### config.mk
export PLATFORM = sky130hd
export DESIGN_NAME = primary_bus_hold_port
export DESIGN_NICKNAME = d
export VERILOG_FILES = /design/src/shared/primary_bus_pkg.sv /design/src/verilog/primary_bus_hold_port.sv
export SDC_FILE = /design/constraint.sdc
export NUM_CORES = 1
export LEC_CHECK = 0
export ABC_CLOCK_PERIOD_IN_PS = 2430
export BUFFER_PORTS_ARGS = -buffer_cell sky130_fd_sc_hd__buf_2
export CORE_MARGIN = 2
export CORE_UTILIZATION = 49
export DETAILED_ROUTE_END_ITERATION = 8
export GPL_ROUTABILITY_DRIVEN = 0
export HOLD_SLACK_MARGIN = 0.06
export PLACE_DENSITY = 0.89
export SLEW_MARGIN = 20
export SYNTH_ARGS = -nofsm -noshare
export SYNTH_HDL_FRONTEND = slang
export SYNTH_SLANG_ARGS = --single-unit
### constraint.sdc
create_clock -name clk -period 2.43 [get_ports clk]
set_input_delay 0.1215 -clock clk [delete_from_list [all_inputs] [get_ports clk]]
set_output_delay 0.1215 -clock clk [all_outputs]
set_load 0.02 [all_outputs]
### src/shared/primary_bus_pkg.sv
// Behaviour
// (RULE1) direction high on reads, low on writes
// (RULE2) release request waits for running access
// (RULE3) released bus floats and starts nothing
// (RULE4) resume on request high or override
// (RULE5) acknowledge low only once bus floated
// (RULE6) acknowledge high on request high or override
// (RULE7) outside device signals ready; access waits
// (RULE8) one bank strobe decoded per access
// (RULE9) access strobe asserted on every access
// (RULE10) no execution while reset is low
// (RULE11) after reset fetch vector, start there
// (RULE12) edge select makes interrupts edge detected
// (RULE13) marker pulse per acknowledge instruction
// (RULE14) data lines keep their last level
// (RULE15) address, direction, banks float in reset/release
// (RULE16) access strobe driven in reset, floats otherwise; the code floats it only in release or shutdown
// (RULE17) release request and ready sampled on clock
`default_nettype none
package primary_bus_pkg;
    // ========================================
    // widths and fields
    localparam int ADDR_W = 24;
    localparam int DATA_W = 32;
    localparam int IRQ_N = 4;
    localparam int BANK_N = 4;
    localparam int BANK_LSB = 22;
    localparam int BANK_W = 2;
    // ========================================
    // reset values
    localparam logic [ADDR_W-1:0] VECTOR_ADDR = 24'h000000;
    localparam logic [ADDR_W-1:0] ADDR_RST = 24'h000000;
    localparam logic [DATA_W-1:0] DATA_RST = 32'h00000000;
    localparam logic [BANK_N-1:0] BANK_IDLE = 4'hF;

    typedef struct packed {
        logic write;
        logic [ADDR_W-1:0] addr;
        logic [DATA_W-1:0] wdata;
    } bus_req_t;

    typedef enum logic [1:0] {
        ST_IDLE,
        ST_ACCESS,
        ST_RELEASED
    } bus_state_t;
endpackage
`default_nettype wire

### src/verilog/primary_bus_hold_port.sv
`timescale 1ns/1ps
`default_nettype none
module primary_bus_hold_port (
    input wire logic clk,
    input wire logic rst_n,
    // core side
    input wire logic req_valid,
    input wire primary_bus_pkg::bus_req_t req,
    output logic req_ready,
    output logic rsp_done,
    output logic [primary_bus_pkg::DATA_W-1:0] rsp_rdata,
    output logic run_enable,
    output logic exec_start,
    output logic [primary_bus_pkg::DATA_W-1:0] start_addr,
    input wire logic marker_instr,
    input wire logic [primary_bus_pkg::IRQ_N-1:0] irq_clear,
    output logic [primary_bus_pkg::IRQ_N-1:0] irq_pending,
    input wire logic release_override_bit,
    // pins
    input wire logic pin_float_shutdown_n,
    input wire logic bus_release_req_n,
    input wire logic ready_n,
    output logic [primary_bus_pkg::ADDR_W-1:0] addr_out,
    output logic addr_oe_n,
    input wire logic [primary_bus_pkg::DATA_W-1:0] data_in,
    output logic [primary_bus_pkg::DATA_W-1:0] data_out,
    output logic data_oe_n,
    output logic read_not_write,
    output logic rw_oe_n,
    output logic access_strobe_n,
    output logic strobe_oe_n,
    output logic [primary_bus_pkg::BANK_N-1:0] bank_select_strobes_n,
    output logic bank_oe_n,
    output logic bus_release_ack_n,
    output logic ack_oe_n,
    output logic code_marker_pulse_n,
    output logic marker_oe_n,
    input wire logic interrupt_edge_select,
    input wire logic [primary_bus_pkg::IRQ_N-1:0] external_irq_inputs_n
);
    import primary_bus_pkg::*;

    function automatic logic [BANK_N-1:0] bank_decode(input logic [ADDR_W-1:0] a);
        bank_decode = ~(BANK_N'(1) << a[BANK_LSB +: BANK_W]);
    endfunction

    // ========================================
    // input sampling
    logic hold_s_q, rdy_s_q;
    always_ff @(posedge clk or negedge rst_n) begin
        if (!rst_n) begin
            hold_s_q <= 1'b0;
            rdy_s_q <= 1'b0;
        end else begin
            hold_s_q <= ~bus_release_req_n; // RULE17
            rdy_s_q <= ~ready_n; // RULE17
        end
    end

    // ========================================
    // bus sequencer
    bus_state_t state_q, state_d;
    logic vec_pend_q, first_q, cur_write_q, run_q;
    logic [ADDR_W-1:0] addr_q;
    logic [DATA_W-1:0] keep_q, rdata_q, start_q;
    logic [BANK_N-1:0] bank_q;
    logic strobe_q, done_q, start_pulse_q;
    logic addr_oe_n_q, data_oe_n_q;

    wire release_req = hold_s_q & ~release_override_bit;
    wire access_end = (state_q == ST_ACCESS) & ~first_q & rdy_s_q; // RULE7
    wire go_idle = (state_q == ST_IDLE) & ~release_req;
    wire take_vec = go_idle & vec_pend_q; // RULE11
    wire take_core = go_idle & ~vec_pend_q & req_valid;
    wire [ADDR_W-1:0] next_addr = take_vec ? VECTOR_ADDR : req.addr;
    wire next_write = take_core & req.write;

    always_comb begin
        state_d = state_q;
        case (state_q)
            ST_IDLE: begin
                if (release_req) begin
                    state_d = ST_RELEASED; // RULE2
                end else if (take_vec | take_core) begin
                    state_d = ST_ACCESS;
                end
            end
            ST_ACCESS: begin
                // a release request waits here until the access ends
                if (access_end) begin
                    state_d = ST_IDLE; // RULE2
                end
            end
            ST_RELEASED: begin
                if (!release_req) begin
                    state_d = ST_IDLE; // RULE4
                end
            end
            default: state_d = ST_IDLE;
        endcase
    end

    always_ff @(posedge clk or negedge rst_n) begin
        if (!rst_n) begin
            state_q <= ST_IDLE;
            first_q <= 1'b0;
            cur_write_q <= 1'b0;
            addr_q <= ADDR_RST;
            bank_q <= BANK_IDLE;
            strobe_q <= 1'b0;
            addr_oe_n_q <= 1'b1;
            data_oe_n_q <= 1'b1;
        end else begin
            state_q <= state_d;
            first_q <= take_vec | take_core;
            addr_oe_n_q <= (state_d == ST_RELEASED); // RULE3 RULE15
            if (take_vec | take_core) begin
                cur_write_q <= next_write;
                addr_q <= next_addr;
                bank_q <= bank_decode(next_addr); // RULE8
                strobe_q <= 1'b1; // RULE9
                data_oe_n_q <= ~next_write;
            end else if (access_end) begin
                bank_q <= BANK_IDLE;
                strobe_q <= 1'b0;
                data_oe_n_q <= 1'b1;
            end
        end
    end

    // ========================================
    // data keeper, vector and results
    always_ff @(posedge clk or negedge rst_n) begin
        if (!rst_n) begin
            keep_q <= DATA_RST;
            rdata_q <= DATA_RST;
            start_q <= DATA_RST;
            vec_pend_q <= 1'b1;
            run_q <= 1'b0;
            done_q <= 1'b0;
            start_pulse_q <= 1'b0;
        end else begin
            // keeper follows whoever drove last, so a floated line holds
            if (take_core & req.write) begin
                keep_q <= req.wdata; // RULE14
            end else if (data_oe_n_q) begin
                keep_q <= data_in; // RULE14
            end
            done_q <= access_end & ~vec_pend_q;
            start_pulse_q <= access_end & vec_pend_q;
            if (access_end & ~cur_write_q) begin
                rdata_q <= data_in;
            end
            if (access_end & vec_pend_q) begin
                start_q <= data_in; // RULE11
                vec_pend_q <= 1'b0;
                run_q <= 1'b1; // RULE10
            end
        end
    end

    // ========================================
    // interrupt inputs and code marker
    logic [IRQ_N-1:0] irq_s_q, irq_prev_q, irq_pend_q;
    logic marker_q;
    always_ff @(posedge clk or negedge rst_n) begin
        if (!rst_n) begin
            irq_s_q <= '0;
            irq_prev_q <= '0;
            marker_q <= 1'b0;
        end else begin
            irq_s_q <= ~external_irq_inputs_n;
            irq_prev_q <= irq_s_q;
            marker_q <= marker_instr & run_q; // RULE13
        end
    end

    genvar gi;
    generate
        for (gi = 0; gi < IRQ_N; gi++) begin : g_irq
            wire fell = irq_s_q[gi] & ~irq_prev_q[gi];
            always_ff @(posedge clk or negedge rst_n) begin
                if (!rst_n) begin
                    irq_pend_q[gi] <= 1'b0;
                end else if (interrupt_edge_select) begin
                    // set wins over a clear in the same cycle
                    irq_pend_q[gi] <= fell | (irq_pend_q[gi] & ~irq_clear[gi]); // RULE12
                end else begin
                    irq_pend_q[gi] <= irq_s_q[gi]; // RULE12
                end
            end
        end
    endgenerate

    // ========================================
    // pin drive
    wire pin_float_shutdown = ~pin_float_shutdown_n;
    wire released = (state_q == ST_RELEASED);
    assign addr_out = addr_q;
    assign addr_oe_n = addr_oe_n_q | pin_float_shutdown; // RULE3 RULE15
    assign rw_oe_n = addr_oe_n_q | pin_float_shutdown; // RULE15
    assign bank_oe_n = addr_oe_n_q | pin_float_shutdown; // RULE15
    assign read_not_write = ~cur_write_q; // RULE1
    assign data_out = keep_q;
    assign data_oe_n = data_oe_n_q | released | pin_float_shutdown; // RULE3
    assign access_strobe_n = ~strobe_q;
    // only shutdown or release floats the strobe; reset keeps it high
    assign strobe_oe_n = released | pin_float_shutdown; // RULE16
    assign bank_select_strobes_n = bank_q;
    assign bus_release_ack_n = ~released; // RULE5 RULE6
    assign ack_oe_n = pin_float_shutdown;
    assign code_marker_pulse_n = ~marker_q;
    assign marker_oe_n = pin_float_shutdown;
    assign req_ready = take_core;
    assign rsp_done = done_q;
    assign rsp_rdata = rdata_q;
    assign run_enable = run_q;
    assign exec_start = start_pulse_q;
    assign start_addr = start_q;
    assign irq_pending = irq_pend_q;
endmodule // primary_bus_hold_port
`default_nettype wire
### Word level (Yosys, flattened, before mapping)

Index checks and enable logic that the tools add are counted.

| word-level totals | value |
|---|---|
| bits in writable memories | 0 |
| latch bits | 0 |
| bits of input ports | 106 |
| memories | 0 |
| memory bits (read-only) | 0 |
| register bits after elaboration | 150 |
| logic and storage cells | 100 |

| operators by class | value |
|---|---|
| add/sub/neg operators | 0 |
| $lt $le $gt $ge | 0 |
| reduce and logical (&&, ||, !) cells | 3 |
| bitwise logic cells | 51 |
| divide/modulo/power cells | 0 |
| equal/unequal tests | 3 |
| muxes and demuxes | 18 |
| $mul | 0 |
| shift-type cells | 1 |

Operators with widths:

| operator | number |
|---|---|
| $mux W32 | 2 |
| $mux W24 | 1 |
| $and A1 B1 Y1 | 20 |
| $not A1 Y1 | 20 |
| $or A1 B1 Y1 | 9 |
| $mux W1 | 8 |
| $mux W2 | 4 |
| $mux W4 | 2 |
| $not A4 Y4 | 2 |
| $pmux W2 S3 | 1 |
| $eq A2 B2 Y1 const B | 2 |
| $reduce_bool A2 Y1 | 2 |
| $shl A1 B2 Y4 const A | 1 |
| $eq A2 B1 Y1 const B | 1 |
| $logic_not A2 Y1 | 1 |

### Longest topological paths before layout

Gate-level depths: netlist of run 1.

| logic depth | value |
|---|---|
| depth after elaboration | 11 |
| depth in mapped cells | 7 |

### Worst setup path after synthesis of run 1

Ideal clock, no wire load.

| path | value |
|---|---|
| path kind | register to register |
| from | register data_oe_n_q |
| to | register keep_q[10], in the netlist data_out[10] |
| stages on the path, launching flop included | 5 |
| clock period less this slack | 1.722 ns |
| path buffers | 2 |
| slack | 0.708 ns |
| data required time | 2.305 ns |
| library setup time | 0.125 ns |
| data arrival time | 1.597 ns |
| cell sequence | dfstp_2 buf_2 buf_1 mux2_2 mux2_4 |

| between the ends | value |
|---|---|
| word-level cells in the longest chain between the ends | 1 |

RTL lines:

| what | line | source |
|---|---|---|
| start: declaration | primary_bus_hold_port.sv:68 | `logic addr_oe_n_q, data_oe_n_q;` |
| start signal: assignment | primary_bus_hold_port.sv:122 | `data_oe_n_q <= ~next_write;` |
| $reduce_bool A2 Y1 (no source line) | -- |  |
| end signal: assignment | primary_bus_hold_port.sv:145 | `keep_q <= req.wdata;` |
| end signal: assignment | primary_bus_hold_port.sv:147 | `keep_q <= data_in;` |
| end: declaration | primary_bus_hold_port.sv:65 | `logic [DATA_W-1:0] keep_q, rdata_q, start_q;` |

Every way passes these cells.
A chain may end at the register's enable or synchronous reset.

### Worst setup path after layout of run 1

| path | value |
|---|---|
| from | register hold_s_q |
| to | output port req_ready |

| between the ends | value |
|---|---|
| word-level cells in the longest chain between the ends | 5 |

RTL lines:

| what | line | source |
|---|---|---|
| start: declaration | primary_bus_hold_port.sv:49 | `logic hold_s_q, rdy_s_q;` |
| start signal: assignment | primary_bus_hold_port.sv:55 | `hold_s_q <= ~bus_release_req_n;` |
| $and A1 B1 Y1 | primary_bus_hold_port.sv:70 | `wire release_req = hold_s_q & ~release_override_bit;` |
| $not A1 Y1 | primary_bus_hold_port.sv:72 | `wire go_idle = (state_q == ST_IDLE) & ~release_req;` |
| $and A1 B1 Y1 | primary_bus_hold_port.sv:72 |  |
| $and A1 B1 Y1 (2 in series) | primary_bus_hold_port.sv:74 | `wire take_core = go_idle & ~vec_pend_q & req_valid;` |
| end: declaration | primary_bus_hold_port.sv:9 | `output logic req_ready,` |

Every way passes these cells.

==> impl_metrics.env, run 1 <==
export IMPL_status="completed"
export IMPL_hold_start="interrupt_edge_select"
export IMPL_power_density_nw_per_um2=1155
export IMPL_finalNonFillerCells=936
export IMPL_first_pass_iters=5
export IMPL_slew_violations=0
export IMPL_wl_per_cell_um=20.39
export IMPL_synth_nets=505
export IMPL_fin_crit_sh=0.9070
export IMPL_core_area_um2=12520
export IMPL_insertion_delay_ns=0.41
export IMPL_io_pins=249
export IMPL_power_share_clock=0.260
export IMPL_fin_worst_skew_ns=0.01058
export IMPL_grt_ovfl_total=0
export IMPL_p_seq_frac=0.365
export IMPL_synth_area_leader_cell="dfrtp_1"
export IMPL_min_delay_path_depth=2
export IMPL_max_freq_mhz=453.7
export IMPL_hold_class="in2reg"
export IMPL_routed_wl_um=19080
export IMPL_switching_share=0.3569
export IMPL_cellLeakagePower_nw=4.702
export IMPL_fp_dieW_um=116.8
export IMPL_cts_sinks=150
export IMPL_clockBufferDepth=2
export IMPL_postRouteAntennaNets=0
export IMPL_worst_r2r_startpoint="state_q[0]$_DFF_PN0_"
export IMPL_std_cell_rows=41
export IMPL_worst_slew_pin_slew_ns=0.7186
export IMPL_synthTopCellsByArea="dfrtp_1 57%, mux2_4 13%, mux2_2 13%, a22o_1 3.1%, dfstp_2 3.0%"
export IMPL_crit_arrival_ns=2.08
export IMPL_startpoint="hold_s_q$_DFF_PN0_"
export IMPL_holdWs_ns=0.1483
export IMPL_switchingPower_mw=3.811
export IMPL_multi_input_area_um2=2212
export IMPL_fillers=759
export IMPL_cts_buffers=17
export IMPL_cts_tree="built"
export IMPL_synth_avg_cell_area_um2=15.61
export IMPL_r2r_cells=3
export IMPL_setup_viol=0
export IMPL_synth_edf_count=0
export IMPL_drive_above_1_share=0.5576
export IMPL_synthCells=399
export IMPL_synthArstFlopShare=1.000
export IMPL_power_mw=10.68
export IMPL_hold_end="irq_pending[1]$_DFF_PN0_"
export IMPL_clkSlewWorstSetupHoldPaths_ns=0.06
export IMPL_first_global_vias=5234
export IMPL_vias_per_cell=5.144
export IMPL_vias=4815
export IMPL_track_usage=0.2759
export IMPL_ys_seq_area_frac=0.6039
export IMPL_rrSetupSlack_ns=0.46
export IMPL_criticalPathCategory="reg2out"
export IMPL_grt_max_degree=70
export IMPL_crit_required_ns=2.31
export IMPL_endpoint_kind="output pin"
export IMPL_antenna_found_initial=0
export IMPL_drc=0
export IMPL_timing_rr_end="start_addr[13]$_DFFE_PN0P_"
export IMPL_port_buffers=248
export IMPL_regArea_um2=3762
export IMPL_cts_resized=0
export IMPL_start_util=0.4977
export IMPL_die_height_um=116.8
export IMPL_relSlewSlack=0.5186
export IMPL_start_kind="register"
export IMPL_post_dp_hpwl_um=10960
export IMPL_period_needed_ns=2.204
export IMPL_ctsRootBufferMaster="clkbuf_16"
export IMPL_rsz0062_at_grt="no"
export IMPL_synth_flop_cell="dfrtp_1"
export IMPL_dp_cells=801
export IMPL_ctsHtreeMaxLevel=4
export IMPL_syn_to_final_growth_pct=48.34
export IMPL_synth_seq_cells=150
export IMPL_vdd_drop_max_v=0.0007029
export IMPL_die_area_um2=13630
export IMPL_diodes=0
export IMPL_internal_power_mw=6.865
export IMPL_hold_viol_final=0
export IMPL_final_cell_area_um2=9241
export IMPL_crit_fanout=18
export IMPL_yosysTopAreaCellShare=0.5744
export IMPL_cap_violations=0
export IMPL_synth_area_um2=6230
export IMPL_placed_area_um2=7585
export IMPL_nNetsFinal=857
export IMPL_combPwrFrac=0.375
export IMPL_grt_pass1_wl_um=27880
export IMPL_synth_cell_type_count=35
export IMPL_drtIter0Drc=341
export IMPL_yosys_warnings=0
export IMPL_fin_tns_setup_ns=0
==> critical path: stages, from the launching register on <==
cell,delay (ns)
dfrtp_1,0.35
nand2b_1,0.43
and3_1,0.40
buf_4,0.28
buf_2,0.20
==> worst max path at each step <==
stage / depth (start not counted) / slack [ns] / end
after floorplan: 4 / 0.71 / data_out[10]$_DFFE_PN0P_
final: 4 / 0.23 / req_ready
after global routing: 4 / 0.07 / req_ready
after CTS: 4 / 0.27 / req_ready
after global placement: 3 / 0.57 / bank_select_strobes_n[2]$_DFFE_PN1P_
after detailed placement: 3 / 0.45 / bank_select_strobes_n[2]$_DFFE_PN1P_
==> state kept, by name (all words and copies together) (netlist names), 2 cells and up <==
name and flops:
state_q 2, addr_out 24, irq_prev_q 4, start_addr 32, irq_pending 4, data_out 32, rsp_rdata 32, bank_select_strobes_n 4
irq_s_q 4
==> through the flow <==
step           utilization  worst slack [ns]
5_1_grt             0.7383           0.07015
3_3_place_gp        0.6060            0.5698
3_5_place_dp        0.6060            0.4486
2_1_floorplan            -            0.7075
6_report            0.7383            0.2259
4_1_cts             0.7376            0.2654
==> layer usage <==
layer | up-vias | routed length, um | global-route usage
li1 | 2118 | - | -
met1 | 2400 | 7029 | 0.2947
met2 | 248 | 10220 | 0.5075
met3 | 49 | 1347 | 0.07732
met4 | 0 | 491 | 0.1200
met5 | - | 0 | 0
==> power by group through the flow <==
stage                     clock, mW  sequential, mW  combinational, mW
final                          2.77            3.89               4.01
after global routing           2.93            3.98               4.22
after CTS                      2.81            3.84               3.92
after detailed placement          0            3.85               3.79
after global placement            0            3.80               3.66
after floorplan                   0            4.71               1.57
==> cell families (layout without fill, tap and decap cells) <==
family                 Yosys count  count (layout)  share of synthesized area
AO/OA/AOI/OAI                   40              40                    0.05182
buffers and inverters           44             409                    0.04318
multiplexers                   128             128                     0.2651
AND/OR/NAND/NOR                 37              37                    0.03595
flip-flops                     150             150                     0.6039
==> cell type report <==
| cell class | count | area share |
|---|---|---|
| flip-flops and latches | 150 | 0.4071 |
| clock inverters | 11 | 0.01909 |
| multi-input cells | 205 | 0.2394 |
| clock buffers | 21 | 0.04766 |
| repair buffers | 360 | 0.2566 |
| well taps | 172 | 0.02329 |
| inverters | 17 | 0.006905 |
==> cell usage in the layout, fill, tap and decap left out, types with 4 or more instances in the layout <==
| cell | n |
|---|---|
| dlygate4sd3_1 | 103 |
| buf_2 | 247 |
| nor2_1 | 5 |
| inv_1 | 17 |
| mux2_2 | 72 |
| mux2_4 | 56 |
| buf_4 | 7 |
| dfstp_2 | 7 |
| clkinv_4 | 4 |
| clkbuf_16 | 17 |
| bufinv_16 | 4 |
| a22o_1 | 22 |
| dfrtp_1 | 143 |
| o21ai_0 | 8 |
| clkbuf_1 | 4 |
| nand2_1 | 12 |
| nand2b_1 | 4 |
==> synth_stat cells, types with 2 or more instances <==
library cell / number
dfrtp_1: 143
mux2_2: 72
mux2_4: 56
a22o_1: 22
inv_1: 17
nand2_1: 12
buf_6: 10
o21ai_0: 8
dfstp_2: 7
buf_4: 6
buf_2: 5
nor2_1: 5
clkbuf_1: 4
nand2b_1: 4
and2_1: 3
nand4_1: 3
a31oi_1: 2
buf_1: 2
o32a_1: 2
==> timing repair <==
action	CTS	global route
hold buffers	103	0
endpoints found under the hold margin	186	0
buffers inserted	0	0
Note: power is estimated with default switching activity, not from simulation.
==> run 2, diff against run 1 <==
--- a/config.mk
+++ b/config.mk
@@ -6,7 +6,7 @@
 export NUM_CORES = 1
 export LEC_CHECK = 0
 export ABC_CLOCK_PERIOD_IN_PS = 2430
-export BUFFER_PORTS_ARGS = -buffer_cell sky130_fd_sc_hd__buf_2
+export BUFFER_PORTS_ARGS = -buffer_cell sky130_fd_sc_hd__buf_4
 export CORE_MARGIN = 2
 export CORE_UTILIZATION = 49
 export DETAILED_ROUTE_END_ITERATION = 8
==> run 2 against run 1 <==
  * Global-route usage increased by 4.7 points
  * Cell area increased by 7.7%
  * Clock-buffer cell count unchanged
  * Register-to-register slack got worse by 0.37 ns
  * First-iteration DRC count decreased by 6.2%
  * Highest routed layer is now met5
  * Combinational power increased by 16%
  * Clock skew increased by 0.0018 ns
  * Sequential power increased by 3%
  * Cell count increased by 0.85%
  * Core utilization increased by 5.7 points
  * Critical path depth unchanged
  * Routed wire length increased by 16%
==> impl_metrics.env, run 2 (synthesized netlist as in run 1, its figures left out) <==
export IMPL_fillers=655
export IMPL_switching_share=0.3521
export IMPL_hold_class="in2reg"
export IMPL_clkSlewWorstSetupHoldPaths_ns=0.07
export IMPL_drive_above_1_share=0.5616
export IMPL_rsz0062_at_grt="no"
export IMPL_crit_required_ns=2.75
export IMPL_die_height_um=116.8
export IMPL_wl_per_cell_um=23.37
export IMPL_vdd_drop_max_v=0.0006817
export IMPL_fin_crit_sh=0.9631
export IMPL_holdWs_ns=0.1015
export IMPL_vias_per_cell=5.376
export IMPL_switchingPower_mw=4.041
export IMPL_start_util=0.4977
export IMPL_power_density_nw_per_um2=1153
export IMPL_cts_tree="built"
export IMPL_fp_dieW_um=116.8
export IMPL_start_kind="register"
export IMPL_regArea_um2=3766
export IMPL_power_mw=11.48
export IMPL_slew_violations=0
export IMPL_crit_fanout=11
export IMPL_hold_viol_final=0
export IMPL_final_common_cell="buf_4"
export IMPL_ctsRootBufferMaster="clkbuf_16"
export IMPL_vias=5075
export IMPL_first_global_vias=5643
export IMPL_first_pass_iters=4
export IMPL_internal_power_mw=7.436
export IMPL_io_pins=249
export IMPL_combPwrFrac=0.404
export IMPL_endpoint_kind="register"
export IMPL_fin_worst_skew_ns=0.01233
export IMPL_ctsHtreeMaxLevel=4
export IMPL_core_area_um2=12520
export IMPL_grt_ovfl_total=0
export IMPL_grt_pass1_wl_um=31850
export IMPL_nNetsFinal=864
export IMPL_std_cell_rows=41
export IMPL_port_buffers=248
export IMPL_drtIter0Drc=320
export IMPL_status="completed"
export IMPL_cts_buffers=17
export IMPL_antenna_found_initial=1
export IMPL_clockBufferDepth=2
export IMPL_insertion_delay_ns=0.43
export IMPL_drc=0
export IMPL_criticalPathCategory="reg2reg"
export IMPL_multi_input_area_um2=2218
export IMPL_post_dp_hpwl_um=11820
export IMPL_cts_sinks=150
export IMPL_crit_arrival_ns=2.66
export IMPL_syn_to_final_growth_pct=59.77
export IMPL_max_freq_mhz=427.3
export IMPL_fin_tns_setup_ns=0
export IMPL_power_share_clock=0.248
export IMPL_cts_setup_buffers=0
export IMPL_cap_violations=0
export IMPL_worst_slew_pin_slew_ns=0.7111
export IMPL_postRouteAntennaNets=0
export IMPL_layout_common_cells="256 x buf_4, 143 x dfrtp_1, 106 x dlygate4sd3_1, 72 x mux2_2, 56 x mux2_4"
export IMPL_p_seq_frac=0.348
export IMPL_setup_viol=0
export IMPL_die_area_um2=13630
export IMPL_relSlewSlack=0.5260
export IMPL_track_usage=0.3225
export IMPL_period_needed_ns=2.340
export IMPL_routed_wl_um=22060
export IMPL_cellLeakagePower_nw=4.947
export IMPL_finalNonFillerCells=944
export IMPL_dp_cells=804
export IMPL_grt_max_degree=68
## run 2: final timing paths
kind / start / cells past startpoint / slack, ns / end
setup / recovery: vec_pend_q$_DFFE_PN1P_ / 4 / 0.09 / data_out[4]$_DFFE_PN0P_
hold / removal: req_valid / 3 / 0.10 / strobe_q$_DFFE_PN0P_
setup reg to reg: vec_pend_q$_DFFE_PN1P_ / 4 / 0.09 / data_out[4]$_DFFE_PN0P_
hold reg to reg: irq_s_q[1]$_DFF_PN0_ / 0 / 0.39 / irq_prev_q[1]$_DFF_PN0_
max in group asynchronous: rst_n / 3 / 1.38 / addr_oe_n_q$_DFF_PN1_
min in group asynchronous: rst_n / 2 / 0.29 / exec_start$_DFF_PN0_
## run 2: area by class of cell
type / instances / share of cell area
clock buffer: 21 / 0.04626
tap: 172 / 0.02162
clock inverter: 11 / 0.01735
sequential: 150 / 0.3784
timing repair buffer: 366 / 0.3069
inverter: 17 / 0.006411
antenna: 1 / 0.0002514
multi-input combinational: 206 / 0.2229
## run 2: power by group through the flow
stage / registers (mW) / logic, mW / clock network, mW
2_1_floorplan: 4.71 / 1.57 / 0
3_3_place_gp: 3.86 / 4.17 / 0
3_5_place_dp: 3.92 / 4.30 / 0
4_1_cts: 3.92 / 4.50 / 2.85
5_1_grt: 4.07 / 4.83 / 3.00
6_report: 3.99 / 4.64 / 2.84
## run 2: repair_timing
item	in CTS	in global routing
resized for setup	0	2
endpoints found under the setup margin	0	2
hold endpoints to repair	197	0
hold buffers	106	0
## run 2: per-stage QoR
step           worst slack (ns)  cell area [um2]  utilization
2_1_floorplan            0.7075             6230            -
3_3_place_gp             0.4655             8238       0.6581
3_5_place_dp             0.3734             8238       0.6581
4_1_cts                 0.02190             9932       0.7935
5_1_grt                 0.03165             9951       0.7950
6_report                0.08974             9953       0.7952
## run 2: worst max-delay path, stage by stage, from the launching register on
cell	delay (ns)
dfstp_2	0.42
nor2b_2	0.41
nand4_4	0.40
mux2_4	0.43
dlygate4sd3_1	0.56
## run 2: routing by layer
| layer | global-route usage | vias to the layer above | part of all wire |
|---|---|---|---|
| li1 | - | 2125 | - |
| met1 | 0.3453 | 2537 | 0.35 |
| met2 | 0.5638 | 329 | 0.52 |
| met3 | 0.1012 | 82 | 0.081 |
| met4 | 0.1820 | 2 | 0.040 |
| met5 | 0 | - | 0.00073 |
==> run 3, diff against run 2 <==
--- a/config.mk
+++ b/config.mk
@@ -9,6 +9,7 @@
 export BUFFER_PORTS_ARGS = -buffer_cell sky130_fd_sc_hd__buf_4
 export CORE_MARGIN = 2
 export CORE_UTILIZATION = 49
+export CTS_BUF_LIST = sky130_fd_sc_hd__clkbuf_16
 export DETAILED_ROUTE_END_ITERATION = 8
 export GPL_ROUTABILITY_DRIVEN = 0
 export HOLD_SLACK_MARGIN = 0.06
==> run 3 against run 2 <==
  * Routed wire length decreased by 2.5%
  * Core utilization decreased by 0.47 points
  * Combinational power fell by 1%
  * Sequential share of layout area increased by 0.19 points
  * Clock-buffer cell count decreased by 4
==> impl_metrics.env, run 3 (synthesized netlist as in run 1, its figures left out) <==
export IMPL_p_seq_frac=0.352
export IMPL_setup_viol=0
export IMPL_cts_tree="built"
export IMPL_worst_r2r_startpoint="vec_pend_q$_DFFE_PN1P_"
export IMPL_clkSlewWorstSetupHoldPaths_ns=0.06
export IMPL_hold_viol_final=0
export IMPL_post_dp_hpwl_um=11820
export IMPL_power_mw=11.31
export IMPL_hold_class="in2reg"
export IMPL_insertion_delay_ns=0.43
export IMPL_port_buffers=248
export IMPL_crit_family="buffers and inverters"
export IMPL_criticalPathCategory="reg2out"
export IMPL_core_area_um2=12520
export IMPL_antenna_found_initial=0
export IMPL_crit_required_ns=2.31
export IMPL_combPwrFrac=0.405
export IMPL_cts_sinks=150
export IMPL_crit_chain="nor2_1 -> buf_4 -> and3_1 -> buf_4 -> buf_4"
export IMPL_fin_crit_sh=0.8885
export IMPL_die_height_um=116.8
export IMPL_vias=5003
export IMPL_cp_common_cell="buf_4"
export IMPL_drive_above_1_share=0.5586
export IMPL_slew_violations=0
export IMPL_crit_path_top_delay_cell="dfrtp_1"
export IMPL_start_util=0.4977
export IMPL_first_global_vias=5586
export IMPL_worst_slew_pin_slew_ns=0.7286
export IMPL_crit_fanout=23
export IMPL_fin_tns_setup_ns=0
export IMPL_layout_common_cells="256 x buf_4, 143 x dfrtp_1, 104 x dlygate4sd3_1, 72 x mux2_2, 56 x mux2_4"
export IMPL_fp_dieW_um=116.8
export IMPL_io_pins=249
export IMPL_internal_power_mw=7.337
export IMPL_max_freq_mhz=463.1
export IMPL_hold_start="req_valid"
export IMPL_crit_buf_inv=3
export IMPL_switchingPower_mw=3.976
export IMPL_endpoint_kind="output pin"
export IMPL_drc=0
export IMPL_ctsRootBufferMaster="clkbuf_16"
export IMPL_nNetsFinal=861
export IMPL_ctsHtreeMaxLevel=4
export IMPL_clockBufferDepth=2
export IMPL_grt_pass1_wl_um=31840
export IMPL_syn_to_final_growth_pct=58.83
export IMPL_grt_max_degree=68
export IMPL_postRouteAntennaNets=0
export IMPL_routed_wl_um=21500
export IMPL_rsz0062_at_grt="no"
export IMPL_std_cell_rows=41
export IMPL_cts_setup_buffers=0
export IMPL_switching_share=0.3515
export IMPL_cellLeakagePower_nw=4.930
export IMPL_status="completed"
export IMPL_track_usage=0.3213
export IMPL_fin_worst_skew_ns=0.007916
export IMPL_holdWs_ns=0.1183
export IMPL_critical_path_max_stage_delay_ns=0.45
export IMPL_grt_ovfl_total=0
export IMPL_fillers=663
export IMPL_relSlewSlack=0.5143
export IMPL_cap_violations=0
export IMPL_wl_per_cell_um=22.85
export IMPL_startpoint="state_q[0]$_DFF_PN0_"
export IMPL_power_share_clock=0.243
export IMPL_first_pass_iters=4
export IMPL_start_kind="register"
export IMPL_vias_per_cell=5.317
export IMPL_final_common_cell="buf_4"
export IMPL_drtIter0Drc=392
export IMPL_cts_buffers=17
export IMPL_crit_arrival_ns=2.04
export IMPL_vdd_drop_max_v=0.0006809
export IMPL_period_needed_ns=2.159
export IMPL_power_density_nw_per_um2=1143
export IMPL_die_area_um2=13630
## run 3: metal layers
metal  global-route usage  routed length (um)  part of all wire  vias to the layer above
li1                     -                   -                 -                     2114
met4               0.1584                 774             0.036                        0
met1               0.3477                7758              0.36                     2515
met5                    0                   0                 0                        -
met3               0.1079                1858             0.086                       72
met2               0.5638               11110              0.52                      302
## run 3: metrics by stage
step	cells	utilization	setup WS [ns]	area (um2)
floorplan	399	-	0.7075	6230
global placement	804	0.6581	0.4655	8238
detailed placement	804	0.6581	0.3734	8238
CTS	940	0.7903	0.2836	9892
global route	940	0.7903	0.1862	9892
finish	941	0.7905	0.2708	9894
## run 3: worst paths after layout
path                                             to  slack, ns  depth (start not counted)
setup / recovery                          req_ready       0.27                          5
hold reg to reg             irq_prev_q[2]$_DFF_PN0_       0.39                          0
setup reg to reg           data_out[26]$_DFFE_PN0P_       0.37                          4
hold / removal                 strobe_q$_DFFE_PN0P_       0.12                          3
min in group asynchronous   irq_prev_q[0]$_DFF_PN0_       0.25                          2
max in group asynchronous     addr_oe_n_q$_DFF_PN1_       1.42                          3
## run 3: final cells by class
cell class | count | area [um2] | area share
Inverter | 17 | 63.81 | 0.006449
Timing Repair Buffer | 364 | 3034 | 0.3067
Clock buffer | 17 | 425.4 | 0.04299
Sequential cell | 150 | 3762 | 0.3802
Multi-Input combinational cell | 205 | 2203 | 0.2227
Tap cell | 172 | 215.2 | 0.02175
Clock inverter | 15 | 187.7 | 0.01897
Antenna cell | 1 | 2.502 | 0.0002529
## run 3: worst reg2reg max path, delay by kind of cell (launching register included)
kind                   cells  cell delay (ns)
DFF                        1             0.42
and+or+nand+nor            2             0.82
muxes                      1             0.31
buffers and inverters      1             0.38
## run 3: power by group through the flow
stage | combinational (mW) | sequential, mW | clock, mW
3_3_place_gp | 4.17 | 3.86 | 0
2_1_floorplan | 1.57 | 4.71 | 0
4_1_cts | 4.47 | 3.92 | 2.75
6_report | 4.58 | 3.98 | 2.75
5_1_grt | 4.78 | 4.06 | 2.91
3_5_place_dp | 4.30 | 3.92 | 0
## run 3: what timing repair did
item / in CTS / in global routing
hold buffers: 104 / 0
resized for setup: 0 / 0
hold endpoints to repair: 197 / 0
